`src/design/roi_window_pkg.sv`:
```
//////////////////////////////////////////////////////////////////////////////
// Purpose: constants for the frame-set-zero region-of-interest register bank
// Assumes: byte-wide registers, one page of the sensor control space
// Notes:   page codes, offsets, field layouts and reset values live here
//////////////////////////////////////////////////////////////////////////////
package roi_window_pkg;

  // page select codes on the 4-wire port and the i2c page
  localparam logic [7:0] PAGE_WRITE_CODE = 8'h05;
  localparam logic [7:0] PAGE_READ_CODE  = 8'h85;
  localparam logic [7:0] I2C_PAGE_CODE   = 8'h33;

  // register offsets within the page
  localparam logic [7:0] ROI_AREA_ENABLES_OFFSET = 8'h00;
  localparam logic [7:0] H_START1_LOW_OFFSET     = 8'h10;
  localparam logic [7:0] H_START1_HIGH_OFFSET    = 8'h11;
  localparam logic [7:0] V_START1_LOW_OFFSET     = 8'h12;
  localparam logic [7:0] V_START1_HIGH_OFFSET    = 8'h13;
  localparam logic [7:0] H_WIDTH1_LOW_OFFSET     = 8'h14;
  localparam logic [7:0] H_WIDTH1_HIGH_OFFSET    = 8'h15;
  localparam logic [7:0] V_HEIGHT1_LOW_OFFSET    = 8'h16;
  localparam logic [7:0] V_HEIGHT1_HIGH_OFFSET   = 8'h17;
  localparam logic [7:0] H_START2_LOW_OFFSET     = 8'h18;
  localparam logic [7:0] H_START2_HIGH_OFFSET    = 8'h19;
  localparam logic [7:0] V_START2_LOW_OFFSET     = 8'h1a;
  localparam logic [7:0] V_START2_HIGH_OFFSET    = 8'h1b;
  localparam logic [7:0] H_WIDTH2_LOW_OFFSET     = 8'h1c;
  localparam logic [7:0] H_WIDTH2_HIGH_OFFSET    = 8'h1d;
  localparam logic [7:0] V_HEIGHT2_LOW_OFFSET    = 8'h1e;
  localparam logic [7:0] V_HEIGHT2_HIGH_OFFSET   = 8'h1f;

  // field layout: enable bits and high-byte masks
  localparam int         ENABLE_BITS      = 4;
  localparam logic [7:0] ENABLE_MASK      = 8'h0f;
  localparam int         FIELD_COUNT      = 8;
  localparam int         H_FIELD_BITS     = 13;
  localparam int         V_FIELD_BITS     = 12;
  localparam logic [7:0] H_HIGH_MASK      = 8'h1f;
  localparam logic [7:0] V_HIGH_MASK      = 8'h0f;

  // reset values
  localparam logic [7:0]  ENABLES_RESET   = 8'h00;
  localparam logic [7:0]  BYTE_RESET      = 8'h00;
  localparam logic [12:0] FIELD_RESET     = 13'h0000;
  localparam logic [7:0]  UNMAPPED_READ   = 8'h00;

endpackage

```
`src/design/roi_window_register_bank.sv`:
```
//////////////////////////////////////////////////////////////////////////////
// What this block does
// - the bank answers 4-wire writes under page code 05h, reads under 85h, and i2c page 33xxh.
// - bits 0 to 3 at offset 00h enable h area 1, v area 1, h area 2, v area 2, all reset to 0.
// - each 13-bit h start has its low byte at 10h or 18h and bits 12:8 in the next byte.
// - each 13-bit h width has its low byte at 14h or 1Ch and bits 12:8 in the next byte.
// - each 12-bit v start has its low byte at 12h or 1Ah and bits 11:8 in the next byte.
// - each 12-bit v height has its low byte at 16h or 1Eh and bits 11:8 in the next byte.
//
// Purpose: frame-set-zero region-of-interest register bank
// Assumes: serial and i2c decoders sit upstream on core_clk and deliver one-cycle strobes
// Notes:   4-wire access wins when both strobes arrive together; read data one cycle later
//////////////////////////////////////////////////////////////////////////////
module roi_window_register_bank
  import roi_window_pkg::*;
(
  input  wire logic        core_clk,      // 250 MHz core clock
  input  wire logic        rst,           // async reset, active high
  input  wire logic        serStrobe,     // 4-wire access strobe, one cycle
  input  wire logic [7:0]  serPage,       // 4-wire page select code
  input  wire logic [7:0]  serAddr,       // 4-wire register offset
  input  wire logic        i2cStrobe,     // i2c access strobe, one cycle
  input  wire logic        i2cWrite,      // i2c direction, 1 = write
  input  wire logic [15:0] i2cAddr,       // i2c 16-bit register address
  input  wire logic [7:0]  wrData,        // write data for either path
  output logic      [7:0]  rdData,        // read data, registered
  output logic             rdValid,       // read answer pulse
  output logic             hArea1Enable,  // horizontal area 1 enable
  output logic             vArea1Enable,  // vertical area 1 enable
  output logic             hArea2Enable,  // horizontal area 2 enable
  output logic             vArea2Enable,  // vertical area 2 enable
  output logic      [12:0] hStartArea1,   // horizontal start, area 1
  output logic      [11:0] vStartArea1,   // vertical start, area 1
  output logic      [12:0] hWidthArea1,   // horizontal width, area 1
  output logic      [11:0] vHeightArea1,  // vertical height, area 1
  output logic      [12:0] hStartArea2,   // horizontal start, area 2
  output logic      [11:0] vStartArea2,   // vertical start, area 2
  output logic      [12:0] hWidthArea2,   // horizontal width, area 2
  output logic      [11:0] vHeightArea2   // vertical height, area 2
);

  //////////////////////////////////////////////////////////////////////////////
  // access decode

  logic        serWrHit;
  logic        serRdHit;
  logic        i2cHit;
  logic        wrHit;
  logic        rdHit;
  logic [7:0]  offs;
  logic        enWr;
  logic        fieldWr;
  logic [7:0]  enables_reg;
  logic [7:0]  fieldBytes [16];
  logic [12:0] fieldVal [FIELD_COUNT];
  logic [FIELD_COUNT-1:0] fieldPend;
  logic [7:0]  rdByte;
  logic [7:0]  rdData_reg;
  logic        rdValid_reg;

  assign serWrHit = serStrobe && (serPage == PAGE_WRITE_CODE);
  assign serRdHit = serStrobe && (serPage == PAGE_READ_CODE);
  assign i2cHit   = i2cStrobe && !serStrobe && (i2cAddr[15:8] == I2C_PAGE_CODE);
  assign wrHit    = serWrHit || (i2cHit && i2cWrite);
  assign rdHit    = serRdHit || (i2cHit && !i2cWrite);
  assign offs     = serStrobe ? serAddr : i2cAddr[7:0];
  assign enWr     = wrHit && (offs == ROI_AREA_ENABLES_OFFSET);
  // field bytes occupy one 16-byte block, low byte at even offset
  assign fieldWr  = wrHit && (offs[7:4] == H_START1_LOW_OFFSET[7:4]);

  //////////////////////////////////////////////////////////////////////////////
  // enable register

  always_ff @(posedge core_clk or posedge rst) begin
    if (rst) begin
      enables_reg <= ENABLES_RESET;
    end else if (enWr) begin
      enables_reg <= wrData & ENABLE_MASK;
    end
  end

  assign hArea1Enable = enables_reg[0];
  assign vArea1Enable = enables_reg[1];
  assign hArea2Enable = enables_reg[2];
  assign vArea2Enable = enables_reg[3];

  //////////////////////////////////////////////////////////////////////////////
  // split fields: even index horizontal (13 bit), odd index vertical (12 bit)

  for (genvar i = 0; i < FIELD_COUNT; i++) begin : gField
    localparam logic [2:0] IDX = 3'(i);
    roi_field_pair #(
      .HIGH_MASK ((i % 2 == 0) ? H_HIGH_MASK : V_HIGH_MASK)
    ) uPair (
      .core_clk   (core_clk),
      .rst        (rst),
      .wrLow      (fieldWr && (offs[3:0] == {IDX, 1'b0})),
      .wrHigh     (fieldWr && (offs[3:0] == {IDX, 1'b1})),
      .wrData     (wrData),
      .lowByte    (fieldBytes[2*i]),
      .highByte   (fieldBytes[2*i+1]),
      .pending    (fieldPend[i]),
      .fieldValue (fieldVal[i])
    );
  end

  assign hStartArea1  = fieldVal[0];
  assign vStartArea1  = fieldVal[1][11:0];
  assign hWidthArea1  = fieldVal[2];
  assign vHeightArea1 = fieldVal[3][11:0];
  assign hStartArea2  = fieldVal[4];
  assign vStartArea2  = fieldVal[5][11:0];
  assign hWidthArea2  = fieldVal[6];
  assign vHeightArea2 = fieldVal[7][11:0];

  //////////////////////////////////////////////////////////////////////////////
  // read path

  // unmapped offsets in the page answer zero rather than stalling the host
  assign rdByte = (offs == ROI_AREA_ENABLES_OFFSET) ? enables_reg :
                  (offs[7:4] == H_START1_LOW_OFFSET[7:4]) ? fieldBytes[offs[3:0]] :
                  UNMAPPED_READ;

  always_ff @(posedge core_clk or posedge rst) begin
    if (rst) begin
      rdData_reg  <= BYTE_RESET;
      rdValid_reg <= 1'b0;
    end else begin
      rdValid_reg <= rdHit;
      if (rdHit) begin
        rdData_reg <= rdByte;
      end
    end
  end

  assign rdData  = rdData_reg;
  assign rdValid = rdValid_reg;

  //////////////////////////////////////////////////////////////////////////////
  // assertions

  // helper: writes through the 4-wire path only
  logic serWr10;
  logic serWr11;
  logic serWr1e;
  assign serWr10 = serWrHit && (serAddr == H_START1_LOW_OFFSET);
  assign serWr11 = serWrHit && (serAddr == H_START1_HIGH_OFFSET);
  assign serWr1e = serWrHit && (serAddr == V_HEIGHT2_LOW_OFFSET);

  property p_writeCodeOnly;
    @(posedge core_clk) disable iff (rst)
    (serStrobe && serPage == PAGE_READ_CODE && serAddr == ROI_AREA_ENABLES_OFFSET)
      |=> $stable(enables_reg) and rdValid;
  endproperty
  a_writeCodeOnly: assert property (p_writeCodeOnly)
    else $error("read page code altered the enables or gave no answer");

  property p_otherPageIgnored;
    @(posedge core_clk) disable iff (rst)
    (serStrobe && serPage != PAGE_READ_CODE && serPage != PAGE_WRITE_CODE)
      |=> !rdValid && $stable(enables_reg);
  endproperty
  a_otherPageIgnored: assert property (p_otherPageIgnored)
    else $error("access to another page was answered");

  property p_i2cEnable;
    @(posedge core_clk) disable iff (rst)
    (i2cStrobe && !serStrobe && i2cWrite && i2cAddr == {I2C_PAGE_CODE, 8'h00})
      |=> {vArea2Enable, hArea2Enable, vArea1Enable, hArea1Enable} == $past(wrData[3:0]);
  endproperty
  a_i2cEnable: assert property (p_i2cEnable)
    else $error("i2c write to enables not applied in bit order");

  property p_enableHold;
    @(posedge core_clk) disable iff (rst)
    !enWr |=> $stable({vArea2Enable, hArea2Enable, vArea1Enable, hArea1Enable});
  endproperty
  a_enableHold: assert property (p_enableHold)
    else $error("enable bit moved without a write");

  property p_hStartPair;
    @(posedge core_clk) disable iff (rst)
    (serWr10 && !fieldPend[0]) ##1 serWr11
      |=> hStartArea1 == {$past(wrData[4:0]), $past(wrData, 2)};
  endproperty
  a_hStartPair: assert property (p_hStartPair)
    else $error("h start area 1 not assembled from its two bytes");

  property p_hStartReadHigh;
    @(posedge core_clk) disable iff (rst)
    (serRdHit && serAddr == H_START1_HIGH_OFFSET) |=> rdValid && rdData[7:5] == 3'h0;
  endproperty
  a_hStartReadHigh: assert property (p_hStartReadHigh)
    else $error("h start high byte shows upper bits");

  property p_hWidthHold;
    @(posedge core_clk) disable iff (rst)
    $changed(hWidthArea2) |-> $past(fieldWr && offs[3:1] == 3'h6);
  endproperty
  a_hWidthHold: assert property (p_hWidthHold)
    else $error("h width area 2 changed without a write to its bytes");

  property p_vStartTop;
    @(posedge core_clk) disable iff (rst)
    $changed(vStartArea1) |-> $past(fieldWr && offs[3:1] == 3'h1);
  endproperty
  a_vStartTop: assert property (p_vStartTop)
    else $error("v start area 1 changed without a write to its bytes");

  property p_vHeightPair;
    @(posedge core_clk) disable iff (rst)
    (serWr1e && !fieldPend[7]) ##1 (serWrHit && serAddr == V_HEIGHT2_HIGH_OFFSET)
      |=> vHeightArea2 == {$past(wrData[3:0]), $past(wrData, 2)};
  endproperty
  a_vHeightPair: assert property (p_vHeightPair)
    else $error("v height area 2 not assembled from its two bytes");

  property p_resetZero;
    @(posedge core_clk)
    $fell(rst) |-> enables_reg == ENABLES_RESET && hStartArea1 == FIELD_RESET
                   && vHeightArea2 == 12'h000 && !rdValid;
  endproperty
  a_resetZero: assert property (p_resetZero)
    else $error("bank not cleared by reset");

  property p_lowAloneHolds;
    @(posedge core_clk) disable iff (rst)
    (serWr10 && !fieldPend[0]) |=> $stable(hStartArea1)
      ##1 ($stable(hStartArea1) || $past(wrHit && offs == H_START1_HIGH_OFFSET));
  endproperty
  a_lowAloneHolds: assert property (p_lowAloneHolds)
    else $error("h start applied after only its low byte");

  property p_i2cReadAnswer;
    @(posedge core_clk) disable iff (rst)
    (i2cHit && !i2cWrite) |=> rdValid;
  endproperty
  a_i2cReadAnswer: assert property (p_i2cReadAnswer)
    else $error("i2c read of the page gave no answer");

  property p_i2cOtherPage;
    @(posedge core_clk) disable iff (rst)
    (i2cStrobe && !serStrobe && i2cAddr[15:8] != I2C_PAGE_CODE)
      |=> !rdValid && $stable(enables_reg) && $stable(fieldPend);
  endproperty
  a_i2cOtherPage: assert property (p_i2cOtherPage)
    else $error("access to another i2c page had an effect");

  property p_unmappedRead;
    @(posedge core_clk) disable iff (rst)
    (rdHit && offs != ROI_AREA_ENABLES_OFFSET && offs[7:4] != H_START1_LOW_OFFSET[7:4])
      |=> rdValid && rdData == UNMAPPED_READ;
  endproperty
  a_unmappedRead: assert property (p_unmappedRead)
    else $error("unmapped offset did not read zero");

  property p_enableReadUpper;
    @(posedge core_clk) disable iff (rst)
    (rdHit && offs == ROI_AREA_ENABLES_OFFSET) |=> rdValid && rdData[7:4] == 4'h0;
  endproperty
  a_enableReadUpper: assert property (p_enableReadUpper)
    else $error("enable byte shows upper bits");

  property p_hWidthReadHigh;
    @(posedge core_clk) disable iff (rst)
    (rdHit && offs == H_WIDTH2_HIGH_OFFSET) |=> rdValid && rdData[7:5] == 3'h0;
  endproperty
  a_hWidthReadHigh: assert property (p_hWidthReadHigh)
    else $error("h width high byte shows upper bits");

  property p_vStartReadHigh;
    @(posedge core_clk) disable iff (rst)
    (rdHit && offs == V_START1_HIGH_OFFSET) |=> rdValid && rdData[7:4] == 4'h0;
  endproperty
  a_vStartReadHigh: assert property (p_vStartReadHigh)
    else $error("v start high byte shows upper bits");

  property p_vHeightReadHigh;
    @(posedge core_clk) disable iff (rst)
    (rdHit && offs == V_HEIGHT1_HIGH_OFFSET) |=> rdValid && rdData[7:4] == 4'h0;
  endproperty
  a_vHeightReadHigh: assert property (p_vHeightReadHigh)
    else $error("v height high byte shows upper bits");

  property p_hStart2Hold;
    @(posedge core_clk) disable iff (rst)
    $changed(hStartArea2) |-> $past(fieldWr && offs[3:1] == 3'h4);
  endproperty
  a_hStart2Hold: assert property (p_hStart2Hold)
    else $error("h start area 2 changed without a write to its bytes");

  cover property (@(posedge core_clk) disable iff (rst) serWr10 ##1 serWr11);
  cover property (@(posedge core_clk) disable iff (rst) i2cHit && !i2cWrite);
  cover property (@(posedge core_clk) disable iff (rst) enWr ##1 hArea2Enable);
  cover property (@(posedge core_clk) disable iff (rst) serStrobe && i2cStrobe);

endmodule

```
`src/design/roi_field_pair.sv`:
```
//////////////////////////////////////////////////////////////////////////////
// Purpose: one split field held as a low and a high byte plus applied value
// Assumes: at most one of the two byte writes in a cycle
// Notes:   applied value moves only once both bytes were rewritten
//////////////////////////////////////////////////////////////////////////////
module roi_field_pair
  import roi_window_pkg::*;
#(
  parameter logic [7:0] HIGH_MASK = 8'h1f
) (
  input  wire logic        core_clk,   // core clock
  input  wire logic        rst,        // async reset, active high
  input  wire logic        wrLow,      // write strobe, low byte
  input  wire logic        wrHigh,     // write strobe, high byte
  input  wire logic [7:0]  wrData,     // write data
  output logic      [7:0]  lowByte,    // stored low byte
  output logic      [7:0]  highByte,   // stored high byte, masked
  output logic             pending,    // one byte written, other awaited
  output logic      [12:0] fieldValue  // applied value
);

  logic        lowPend_reg;
  logic        highPend_reg;
  logic [7:0]  low_reg;
  logic [7:0]  high_reg;
  logic [12:0] value_reg;
  logic        lowSeen;
  logic        highSeen;
  logic        commit;
  logic [7:0]  low_next;
  logic [7:0]  high_next;

  // unused upper bits never get stored, so they read back zero
  assign low_next  = wrLow  ? wrData : low_reg;
  assign high_next = wrHigh ? (wrData & HIGH_MASK) : high_reg;
  assign lowSeen   = lowPend_reg | wrLow;
  assign highSeen  = highPend_reg | wrHigh;
  assign commit    = lowSeen & highSeen;

  // byte storage and pairing flags
  always_ff @(posedge core_clk or posedge rst) begin
    if (rst) begin
      low_reg      <= BYTE_RESET;
      high_reg     <= BYTE_RESET;
      lowPend_reg  <= 1'b0;
      highPend_reg <= 1'b0;
    end else begin
      low_reg      <= low_next;
      high_reg     <= high_next;
      lowPend_reg  <= lowSeen & ~commit;
      highPend_reg <= highSeen & ~commit;
    end
  end

  always_ff @(posedge core_clk or posedge rst) begin
    if (rst) begin
      value_reg <= FIELD_RESET;
    end else if (commit) begin
      value_reg <= {high_next[4:0], low_next};
    end
  end

  assign lowByte    = low_reg;
  assign highByte   = high_reg;
  assign pending    = lowPend_reg | highPend_reg;
  assign fieldValue = value_reg;

endmodule

```
`config.mk`:
```
export PLATFORM = sky130hd
export DESIGN_NAME = roi_window_register_bank
export DESIGN_NICKNAME = d
export VERILOG_FILES = /design/src/design/roi_window_pkg.sv /design/src/design/roi_window_register_bank.sv /design/src/design/roi_field_pair.sv
export SDC_FILE = /design/constraint.sdc
export NUM_CORES = 1
export LEC_CHECK = 0
export ABC_AREA = 1
export BUFFER_PORTS_ARGS = -buffer_cell sky130_fd_sc_hd__buf_2
export CAP_MARGIN = 20
export CORE_MARGIN = 3
export CORE_UTILIZATION = 30
export DETAILED_ROUTE_END_ITERATION = 10
export PLACE_DENSITY = 0.44
export SLEW_MARGIN = 10
export SYNTH_ARGS = -nofsm -noshare
export SYNTH_HDL_FRONTEND = slang
export SYNTH_SLANG_ARGS = --single-unit
```
`constraint.sdc`:
```
create_clock -name core_clk -period 17.1 [get_ports core_clk]
set_input_delay 0.855 -clock core_clk [delete_from_list [all_inputs] [get_ports core_clk]]
set_output_delay 0.855 -clock core_clk [all_outputs]
set_load 0.005 [all_outputs]
```
==> tab_implementation.tex, run 1 <==
\begin{tabular}{lr}
\hline
Metric & Value \\
\hline
\multicolumn{2}{l}{\textbf{Floorplanning}} \\
\quad Floorplan row count & 70 \\
\quad Vertical extent of the die & 199.5 um \\
\quad Top-level port count & 158 \\
\quad Core region area & 0.03679 sq mm \\
\quad Starting utilization of the core area & 30.54\% \\
\quad Die outline area & 0.03981 sq mm \\
\quad Width of the chip & 199.5 um \\
\multicolumn{2}{l}{\textbf{Timing}} \\
\quad Final-report max-slew violation count & 0 \\
\quad Final clock period utilization by the worst path & 22.40\% \\
\quad Slew margin rel. & 40.99\% \\
\quad FMAX & 261.0 MHz \\
\quad Minimum clock period & 3831 ps \\
\quad Worst clock skew on the final layout & 15.05 ps \\
\quad Final sum of negative setup slack & 0 ps \\
\quad Slew at the pin with the worst max-slew slack & 883.1 ps \\
\quad Final hold viol count & 0 \\
\quad Worst setup slack after layout & 13270 ps \\
\quad Setup repair after global routing missed its margin & no \\
\quad Final count of negative-setup-slack endpoints & 0 \\
\multicolumn{2}{l}{\textbf{Placement}} \\
\quad Dpl ws & 12780 ps \\
\quad Weighted congestion reported at the end of routability-driven placement & 0.8575 \\
\quad Number of port buffers & 157 \\
\quad Final HPWL from detailed placement & 24960 um \\
\quad Total instance count after detailed placement & 1950 \\
\multicolumn{2}{l}{\textbf{CTS}} \\
\quad Root Buffer Master & sky130\_fd\_sc\_hd\_\_clkbuf\_16 \\
\quad Count of hold-fix buffers inserted at cts & 0 \\
\quad Number of sinks on the clock net & 229 \\
\quad Post-CTS Resized & 0 \\
\quad Clock transition at the registers of the reported paths & 60 ps \\
\quad Clock Latency Late Sink & 540 ps \\
\quad Buffer levels on the longest clock path & 3 \\
\quad Num CTS Buffers & 27 \\
\quad Number of buffers inserted to repair setup after CTS & 0 \\
\quad CTS tree & yes \\
\quad \# H-tree levels & 1 \\
\multicolumn{2}{l}{\textbf{GRT}} \\
\quad Initial antenna violation count & 0 \\
\quad Gr usage total & 17.64\% \\
\quad Wire length of the first global-routing pass & 55590 um \\
\quad Maximum number of pins on one net before global-route repair & 103 \\
\quad Via count of the first global-routing pass & 9527 \\
\quad Remaining global-route overflow & 0 \\
\multicolumn{2}{l}{\textbf{Worst setup path}} \\
\quad Crit-path slowest cell & sky130\_fd\_sc\_hd\_\_buf\_4 \\
\quad Largest delay contributor family on the critical path & buffers and inverters \\
\quad Number of buffer and inverter stages on the critical path & 4 \\
\quad Critical path arrival & 4250 ps \\
\quad Worst-path cell chain & buf\_2 > inv\_2 > nand2\_1 > nand2\_1 > nand2\_2 > nor2\_8 > buf\_4 > buf\_4 > nand3\_2 > nand2\_1 > nand2\_2 > nand2\_1 > nand2\_1 \\
\quad Critical path's largest stage delay & 670 ps \\
\quad Cell type with the highest occurrence count on the critical path & sky130\_fd\_sc\_hd\_\_nand2\_1 \\
\quad Worst path required time & 17520 ps \\
\quad Crit Path Max Fanout & 65 \\
\quad Critical path class & in -> reg \\
\quad Worst Setup End Kind & register \\
\quad CP Launch Type & primary input \\
\multicolumn{2}{l}{\textbf{Final layout}} \\
\quad Number of cells in the finished layout apart from fillers & 1995 \\
\quad Final net count & 1556 \\
\quad Fill cells & 3855 \\
\quad Relative area change from synthesis to final layout & 16.17\% \\
\quad Antenna diode instance count & 0 \\
\quad Fraction of the core area covered by cells at the end of the flow & 35.48\% \\
\quad Most frequent cells in the layout & sky130\_fd\_sc\_hd\_\_nand2\_1, sky130\_fd\_sc\_hd\_\_dfrtp\_1, sky130\_fd\_sc\_hd\_\_buf\_2 \\
\quad Leading cell type in the layout, fill and taps excluded & sky130\_fd\_sc\_hd\_\_nand2\_1 \\
\quad Max reg flops & 100 \\
\quad Share of post-route cells with drive strength above 1 & 18.21\% \\
\multicolumn{2}{l}{\textbf{Yosys}} \\
\quad Post-synth EDFFs & 0 \\
\quad Distinct cell type count of the synthesized netlist & 29 \\
\quad Most frequently used flop master after synthesis & sky130\_fd\_sc\_hd\_\_dfrtp\_1 \\
\quad Synthesized net count & 1441 \\
\quad Yosys warning count & 0 \\
\quad Mapped Area & 0.01123 sq mm \\
\quad Synth async-reset ratio & 100.0\% \\
\quad Sequential area share after synthesis & 51.01\% \\
\quad Flops \& latches, synth & 229 \\
\quad Count of mapped cells out of synthesis & 1396 \\
\quad Synthesized area per cell & 8.048 sq um \\
\multicolumn{2}{l}{\textbf{Detailed routing}} \\
\quad Mean routed wirelength per cell & 17.72 um \\
\quad Number of routed nets with antenna violations & 0 \\
\quad Total wire length & 35350 um \\
\quad Vias per std cell & 4.780 \\
\quad Detailed-route via count & 9537 \\
\quad Count of unresolved DRC violations after routing & 0 \\
\quad Iteration-0 DRC Markers & 616 \\
\quad Length of the first detailed-routing pass in iterations & 5 \\
\multicolumn{2}{l}{\textbf{Status}} \\
\quad Run status & finished clean \\
\multicolumn{2}{l}{\textbf{Power}} \\
\quad Combinational cell fraction of total power & 6.8\% \\
\quad Design Power & 1.194 mW \\
\quad Sequential Power Share & 45.6\% \\
\quad Switching part of the total power & 24.11\% \\
\quad Share of power burned in the clock network & 47.6\% \\
\quad Leakage power summed over all cells & 7.237 nW \\
\quad Reported net switching power & 0.2878 mW \\
\quad VDD IR-drop max & 0.05427 mV \\
\quad Design internal power & 0.9058 mW \\
\quad Cell Pwr Density & 91.45 mW/mm\^{}2 \\
\multicolumn{2}{l}{\textbf{Min path}} \\
\quad Tightest Hold Check Type & in -> async \\
\multicolumn{2}{l}{\textbf{Job}} \\
\quad Max Cap Violations & 0 \\
\hline
\end{tabular}
-- worst reg2reg max path: cells and delay by family, from the launching register on --
| family | cells | cell delay, ps |
|---|---|---|
| AOI/OAI and AO/OA | 1 | 320 |
| and+or+nand+nor | 7 | 610 |
| DFF | 1 | 380 |
-- power by group through the flow --
stage                     Sequential [mW]  Combinational (mW)  Clock [mW]
after global routing                0.544              0.0907       0.609
final                               0.544              0.0810       0.569
after global placement              0.554              0.0816           0
after detailed placement            0.554              0.0819           0
after CTS                           0.544              0.0821       0.586
after floorplan                     0.554              0.0540           0
-- logic make-up after synthesis --
logic type / Yosys count / synth area share (%)
AOI/OAI and AO/OA: 44 / 2.060
DFF: 229 / 51.01
and+or+nand+nor: 944 / 39.27
buffers and inverters: 179 / 7.662
-- synth_stat cells, types with 5 or more instances --
cell                       number  area [sq um]
sky130_fd_sc_hd__a21oi_1       23         115.1
sky130_fd_sc_hd__buf_1          7         26.28
sky130_fd_sc_hd__buf_2         32         160.2
sky130_fd_sc_hd__buf_4          7         52.55
sky130_fd_sc_hd__buf_6         16         180.2
sky130_fd_sc_hd__clkbuf_1      14         52.55
sky130_fd_sc_hd__dfrtp_1      229          5731
sky130_fd_sc_hd__inv_1         97         364.1
sky130_fd_sc_hd__inv_2          5         18.77
sky130_fd_sc_hd__nand2_1      603          2263
sky130_fd_sc_hd__nand2_2       27         168.9
sky130_fd_sc_hd__nand2_4        5         56.30
sky130_fd_sc_hd__nand3_1      137         685.7
sky130_fd_sc_hd__nand3_2        6         60.06
sky130_fd_sc_hd__nand3_4       10         175.2
sky130_fd_sc_hd__nand3b_1       7         52.55
sky130_fd_sc_hd__nand4_1      105         656.9
sky130_fd_sc_hd__nor2_1        21         78.83
sky130_fd_sc_hd__nor2_2         8         50.05
sky130_fd_sc_hd__nor2_4         9         101.4
sky130_fd_sc_hd__o21ai_0       13         65.06
-- area by class of cell --
cell class | instances | area, sq um | area share [%]
sequential | 229 | 5731 | 43.91
multi-input combinational | 988 | 4643 | 35.58
clock buffer | 42 | 832.0 | 6.375
timing repair buffer | 162 | 823.3 | 6.308
tap | 468 | 585.6 | 4.487
inverter | 103 | 396.6 | 3.039
clock inverter | 3 | 40.04 | 0.3068
-- per-layer routing --
metal / part of all wire, % / global-route usage [%] / routed length [um] / vias to the layer above
li1: - / - / - / 4732
met1: 48 / 25.85 / 17090 / 4483
met2: 44 / 27.05 / 15380 / 267
met3: 5.9 / 3.001 / 2078 / 55
met4: 2.2 / 4.652 / 795 / 0
met5: 0 / 0 / 0 / -
-- per-stage QoR --
| stage | hold WS, ps | area, sq um |
|---|---|---|
| after detailed placement | 459.8 | 12180 |
| after global placement | 460.8 | 12180 |
| final | 436.5 | 13050 |
| after floorplan | 452.6 | 11230 |
| after CTS | 476.4 | 13050 |
| after global routing | 490.0 | 13050 |
-- final timing paths --
path | endpoint | slack [ps] | cells after the start | from
hold reg to reg | gField[0].uPair.fieldValue[1] | 470 | 2 | gField[0].uPair.fieldValue[1]
min in group core_clk | gField[0].uPair.fieldValue[1] | 470 | 2 | gField[0].uPair.fieldValue[1]
setup / recovery | gField[0].uPair.fieldValue[5] | 13270 | 13 | serStrobe
setup reg to reg | rdData[1] | 15690 | 8 | gField[1].uPair.lowByte[1]
hold / removal | gField[3].uPair.fieldValue[8] | 440 | 2 | rst
max in group asynchronous | gField[6].uPair.fieldValue[1] | 14380 | 4 | rst
(Power assumes the default switching activity.)
==> run 2: changes to the inputs <==
==> constraint.sdc (replaced) <==
create_clock -name core_clk -period 3.95 [get_ports core_clk]
set_input_delay 0.1975 -clock core_clk [delete_from_list [all_inputs] [get_ports core_clk]]
set_output_delay 0.1975 -clock core_clk [all_outputs]
set_load 0.005 [all_outputs]
==> tab_implementation.tex, run 2 (synthesis gave the netlist of run 1 again) <==
\begin{tabular}{lr}
\hline
Metric & Value \\
\hline
\multicolumn{2}{l}{\textbf{Detailed routing}} \\
\quad Count of unresolved DRC violations after routing & 0 \\
\quad Iteration-0 DRC Markers & 620 \\
\quad Length of the first detailed-routing pass in iterations & 4 \\
\quad Vias per std cell & 4.761 \\
\quad Number of routed nets with antenna violations & 0 \\
\quad Total wire length & 36060 um \\
\quad Mean routed wirelength per cell & 17.96 um \\
\quad Detailed-route via count & 9561 \\
\multicolumn{2}{l}{\textbf{CTS}} \\
\quad Number of sinks on the clock net & 229 \\
\quad Number of buffers inserted to repair setup after CTS & 0 \\
\quad Clock transition at the registers of the reported paths & 60 ps \\
\quad Post-CTS Resized & 0 \\
\quad Count of hold-fix buffers inserted at cts & 1 \\
\quad Num CTS Buffers & 27 \\
\quad CTS tree & yes \\
\quad \# H-tree levels & 1 \\
\quad Clock Latency Late Sink & 550 ps \\
\quad Root Buffer Master & sky130\_fd\_sc\_hd\_\_clkbuf\_16 \\
\quad Buffer levels on the longest clock path & 3 \\
\multicolumn{2}{l}{\textbf{GRT}} \\
\quad Remaining global-route overflow & 0 \\
\quad Wire length of the first global-routing pass & 56320 um \\
\quad Initial antenna violation count & 0 \\
\quad Maximum number of pins on one net before global-route repair & 160 \\
\quad Via count of the first global-routing pass & 9401 \\
\quad Gr usage total & 18.03\% \\
\multicolumn{2}{l}{\textbf{Timing}} \\
\quad Worst clock skew on the final layout & 7.380 ps \\
\quad Minimum clock period & 2404 ps \\
\quad Final hold viol count & 0 \\
\quad Final-report max-slew violation count & 0 \\
\quad Final clock period utilization by the worst path & 60.86\% \\
\quad Final sum of negative setup slack & 0 ps \\
\quad FMAX & 416.0 MHz \\
\quad Final count of negative-setup-slack endpoints & 0 \\
\quad Worst setup slack after layout & 1546 ps \\
\quad Setup repair after global routing missed its margin & no \\
\quad Slew at the pin with the worst max-slew slack & 1122 ps \\
\quad Worst hold slack & 107.8 ps \\
\quad Slew margin rel. & 25.23\% \\
\multicolumn{2}{l}{\textbf{Job}} \\
\quad Max Cap Violations & 0 \\
\multicolumn{2}{l}{\textbf{Worst setup path}} \\
\quad Number of buffer and inverter stages on the critical path & 1 \\
\quad Critical path class & in -> reg \\
\quad Worst Setup End Kind & register \\
\quad Worst-path cell chain & buf\_2 > nand2\_1 > nand2\_4 > nand2\_2 > nor2\_2 > nand3\_4 > nand2\_2 > nand2\_2 > nand2\_1 > nand2\_1 \\
\quad Reg-to-reg startpoint & gField[1].uPair.lowByte[1] \\
\quad Worst path required time & 4380 ps \\
\quad Critical path arrival & 2840 ps \\
\quad Worst reg-to-reg setup slack & 2490 ps \\
\quad Launching element of the worst setup path & serStrobe \\
\quad Capturing point of the worst reg2reg path & rdData[1] \\
\quad Count of cells along the worst register-to-register path & 8 \\
\quad CP Launch Type & primary input \\
\quad Crit Path Max Fanout & 22 \\
\quad Largest delay contributor family on the critical path & simple AND/OR/NAND/NOR gates \\
\quad Crit-path slowest cell & sky130\_fd\_sc\_hd\_\_nand2\_1 \\
\quad Critical path's largest stage delay & 420 ps \\
\multicolumn{2}{l}{\textbf{Power}} \\
\quad Combinational cell fraction of total power & 6.8\% \\
\quad Switching part of the total power & 24.77\% \\
\quad Cell Pwr Density & 402.7 mW/mm\^{}2 \\
\quad Reported net switching power & 1.317 mW \\
\quad Share of power burned in the clock network & 49.0\% \\
\quad Sequential Power Share & 44.2\% \\
\quad Design internal power & 4.002 mW \\
\quad VDD IR-drop max & 0.2889 mV \\
\quad Leakage power summed over all cells & 7.301 nW \\
\multicolumn{2}{l}{\textbf{Final layout}} \\
\quad Fraction of the core area covered by cells at the end of the flow & 35.92\% \\
\quad Most frequent cells in the layout & sky130\_fd\_sc\_hd\_\_nand2\_1, sky130\_fd\_sc\_hd\_\_dfrtp\_1, sky130\_fd\_sc\_hd\_\_buf\_2 \\
\quad Final net count & 1564 \\
\quad Relative area change from synthesis to final layout & 17.60\% \\
\quad Share of post-route cells with drive strength above 1 & 18.83\% \\
\quad Antenna diode instance count & 0 \\
\quad Leading cell type in the layout, fill and taps excluded & sky130\_fd\_sc\_hd\_\_nand2\_1 \\
\quad Fill cells & 3875 \\
\quad Max reg flops & 100 \\
\multicolumn{2}{l}{\textbf{Min path}} \\
\quad Tightest Hold Check Type & in -> reg \\
\quad Min-Delay Endpoint & gField[0].uPair.lowByte[5] \\
\quad Startpoint of the worst hold path & wrData[5] \\
\quad Number of stages on the worst hold path & 3 \\
\multicolumn{2}{l}{\textbf{Placement}} \\
\quad Final HPWL from detailed placement & 25340 um \\
\quad Weighted congestion reported at the end of routability-driven placement & 0.8665 \\
\quad Number of port buffers & 157 \\
\quad Dpl ws & 974.5 ps \\
\multicolumn{2}{l}{\textbf{Floorplanning}} \\
\quad Starting utilization of the core area & 30.54\% \\
\quad Core region area & 0.03679 sq mm \\
\quad Vertical extent of the die & 199.5 um \\
\quad Width of the chip & 199.5 um \\
\quad Die outline area & 0.03981 sq mm \\
\quad Floorplan row count & 70 \\
\quad Top-level port count & 158 \\
\multicolumn{2}{l}{\textbf{Status}} \\
\quad Run status & finished clean \\
\hline
\end{tabular}
==> run 2: changes by cell type in the layout (fill, tap and decap cells not counted), sizes merged <==
cell         change
clkbuf           -4
clkinv           +3
bufinv           +2
buf              +7
dlygate4sd3      +1
clkinvlp         +4
==> run 2: area by class of cell <==
| cell class | instances | area, sq um | share of cell area (%) |
|---|---|---|---|
| Clock inverter | 12 | 146.4 | 1.108 |
| Timing Repair Buffer | 170 | 935.9 | 7.084 |
| Tap cell | 468 | 585.6 | 4.432 |
| Clock buffer | 38 | 777.0 | 5.881 |
| Multi-Input combinational cell | 988 | 4643 | 35.15 |
| Inverter | 103 | 392.9 | 2.974 |
| Sequential cell | 229 | 5731 | 43.38 |
==> run 2: worst max-delay path by stage <==
stage | end | slack (ps) | cells after the start
after floorplan | enables_reg[0] | 760 | 1
after global placement | gField[4].uPair.fieldValue[0] | 1070 | 10
after detailed placement | gField[6].uPair.fieldValue[2] | 970 | 10
after CTS | gField[6].uPair.fieldValue[2] | 1560 | 10
after global routing | gField[0].uPair.fieldValue[10] | 1230 | 10
final | gField[6].uPair.fieldValue[2] | 1550 | 10
==> run 2: per-stage QoR <==
step           power (mW)  std cells  instance area, sq um
2_1_floorplan       2.632       1396                 11240
3_3_place_gp        2.760       1957                 12280
3_5_place_dp        2.759       1957                 12280
4_1_cts             5.398       2008                 13210
5_1_grt             5.524       2008                 13210
6_report            5.320       2008                 13210
==> run 2: tightest hold or removal path: stages <==
cell and delay, ps:
sky130_fd_sc_hd__buf_2 200, sky130_fd_sc_hd__nand4_1 120, sky130_fd_sc_hd__nand2_1 80
==> run 2: power groups by stage <==
stage | Clock [mW] | Sequential [mW] | Combinational (mW)
2_1_floorplan | 0 | 2.40 | 0.234
3_3_place_gp | 0 | 2.40 | 0.363
3_5_place_dp | 0 | 2.40 | 0.363
4_1_cts | 2.68 | 2.35 | 0.365
5_1_grt | 2.77 | 2.35 | 0.402
6_report | 2.60 | 2.35 | 0.362
==> run 2: metal layers <==
metal / vias up / GRT usage [%] / part of all wire, %
met4: 0 / 4.420 / 2.0
met3: 48 / 2.715 / 4.7
met5: - / 0 / 0
li1: 4776 / - / -
met2: 242 / 28.14 / 45
met1: 4495 / 26.36 / 49
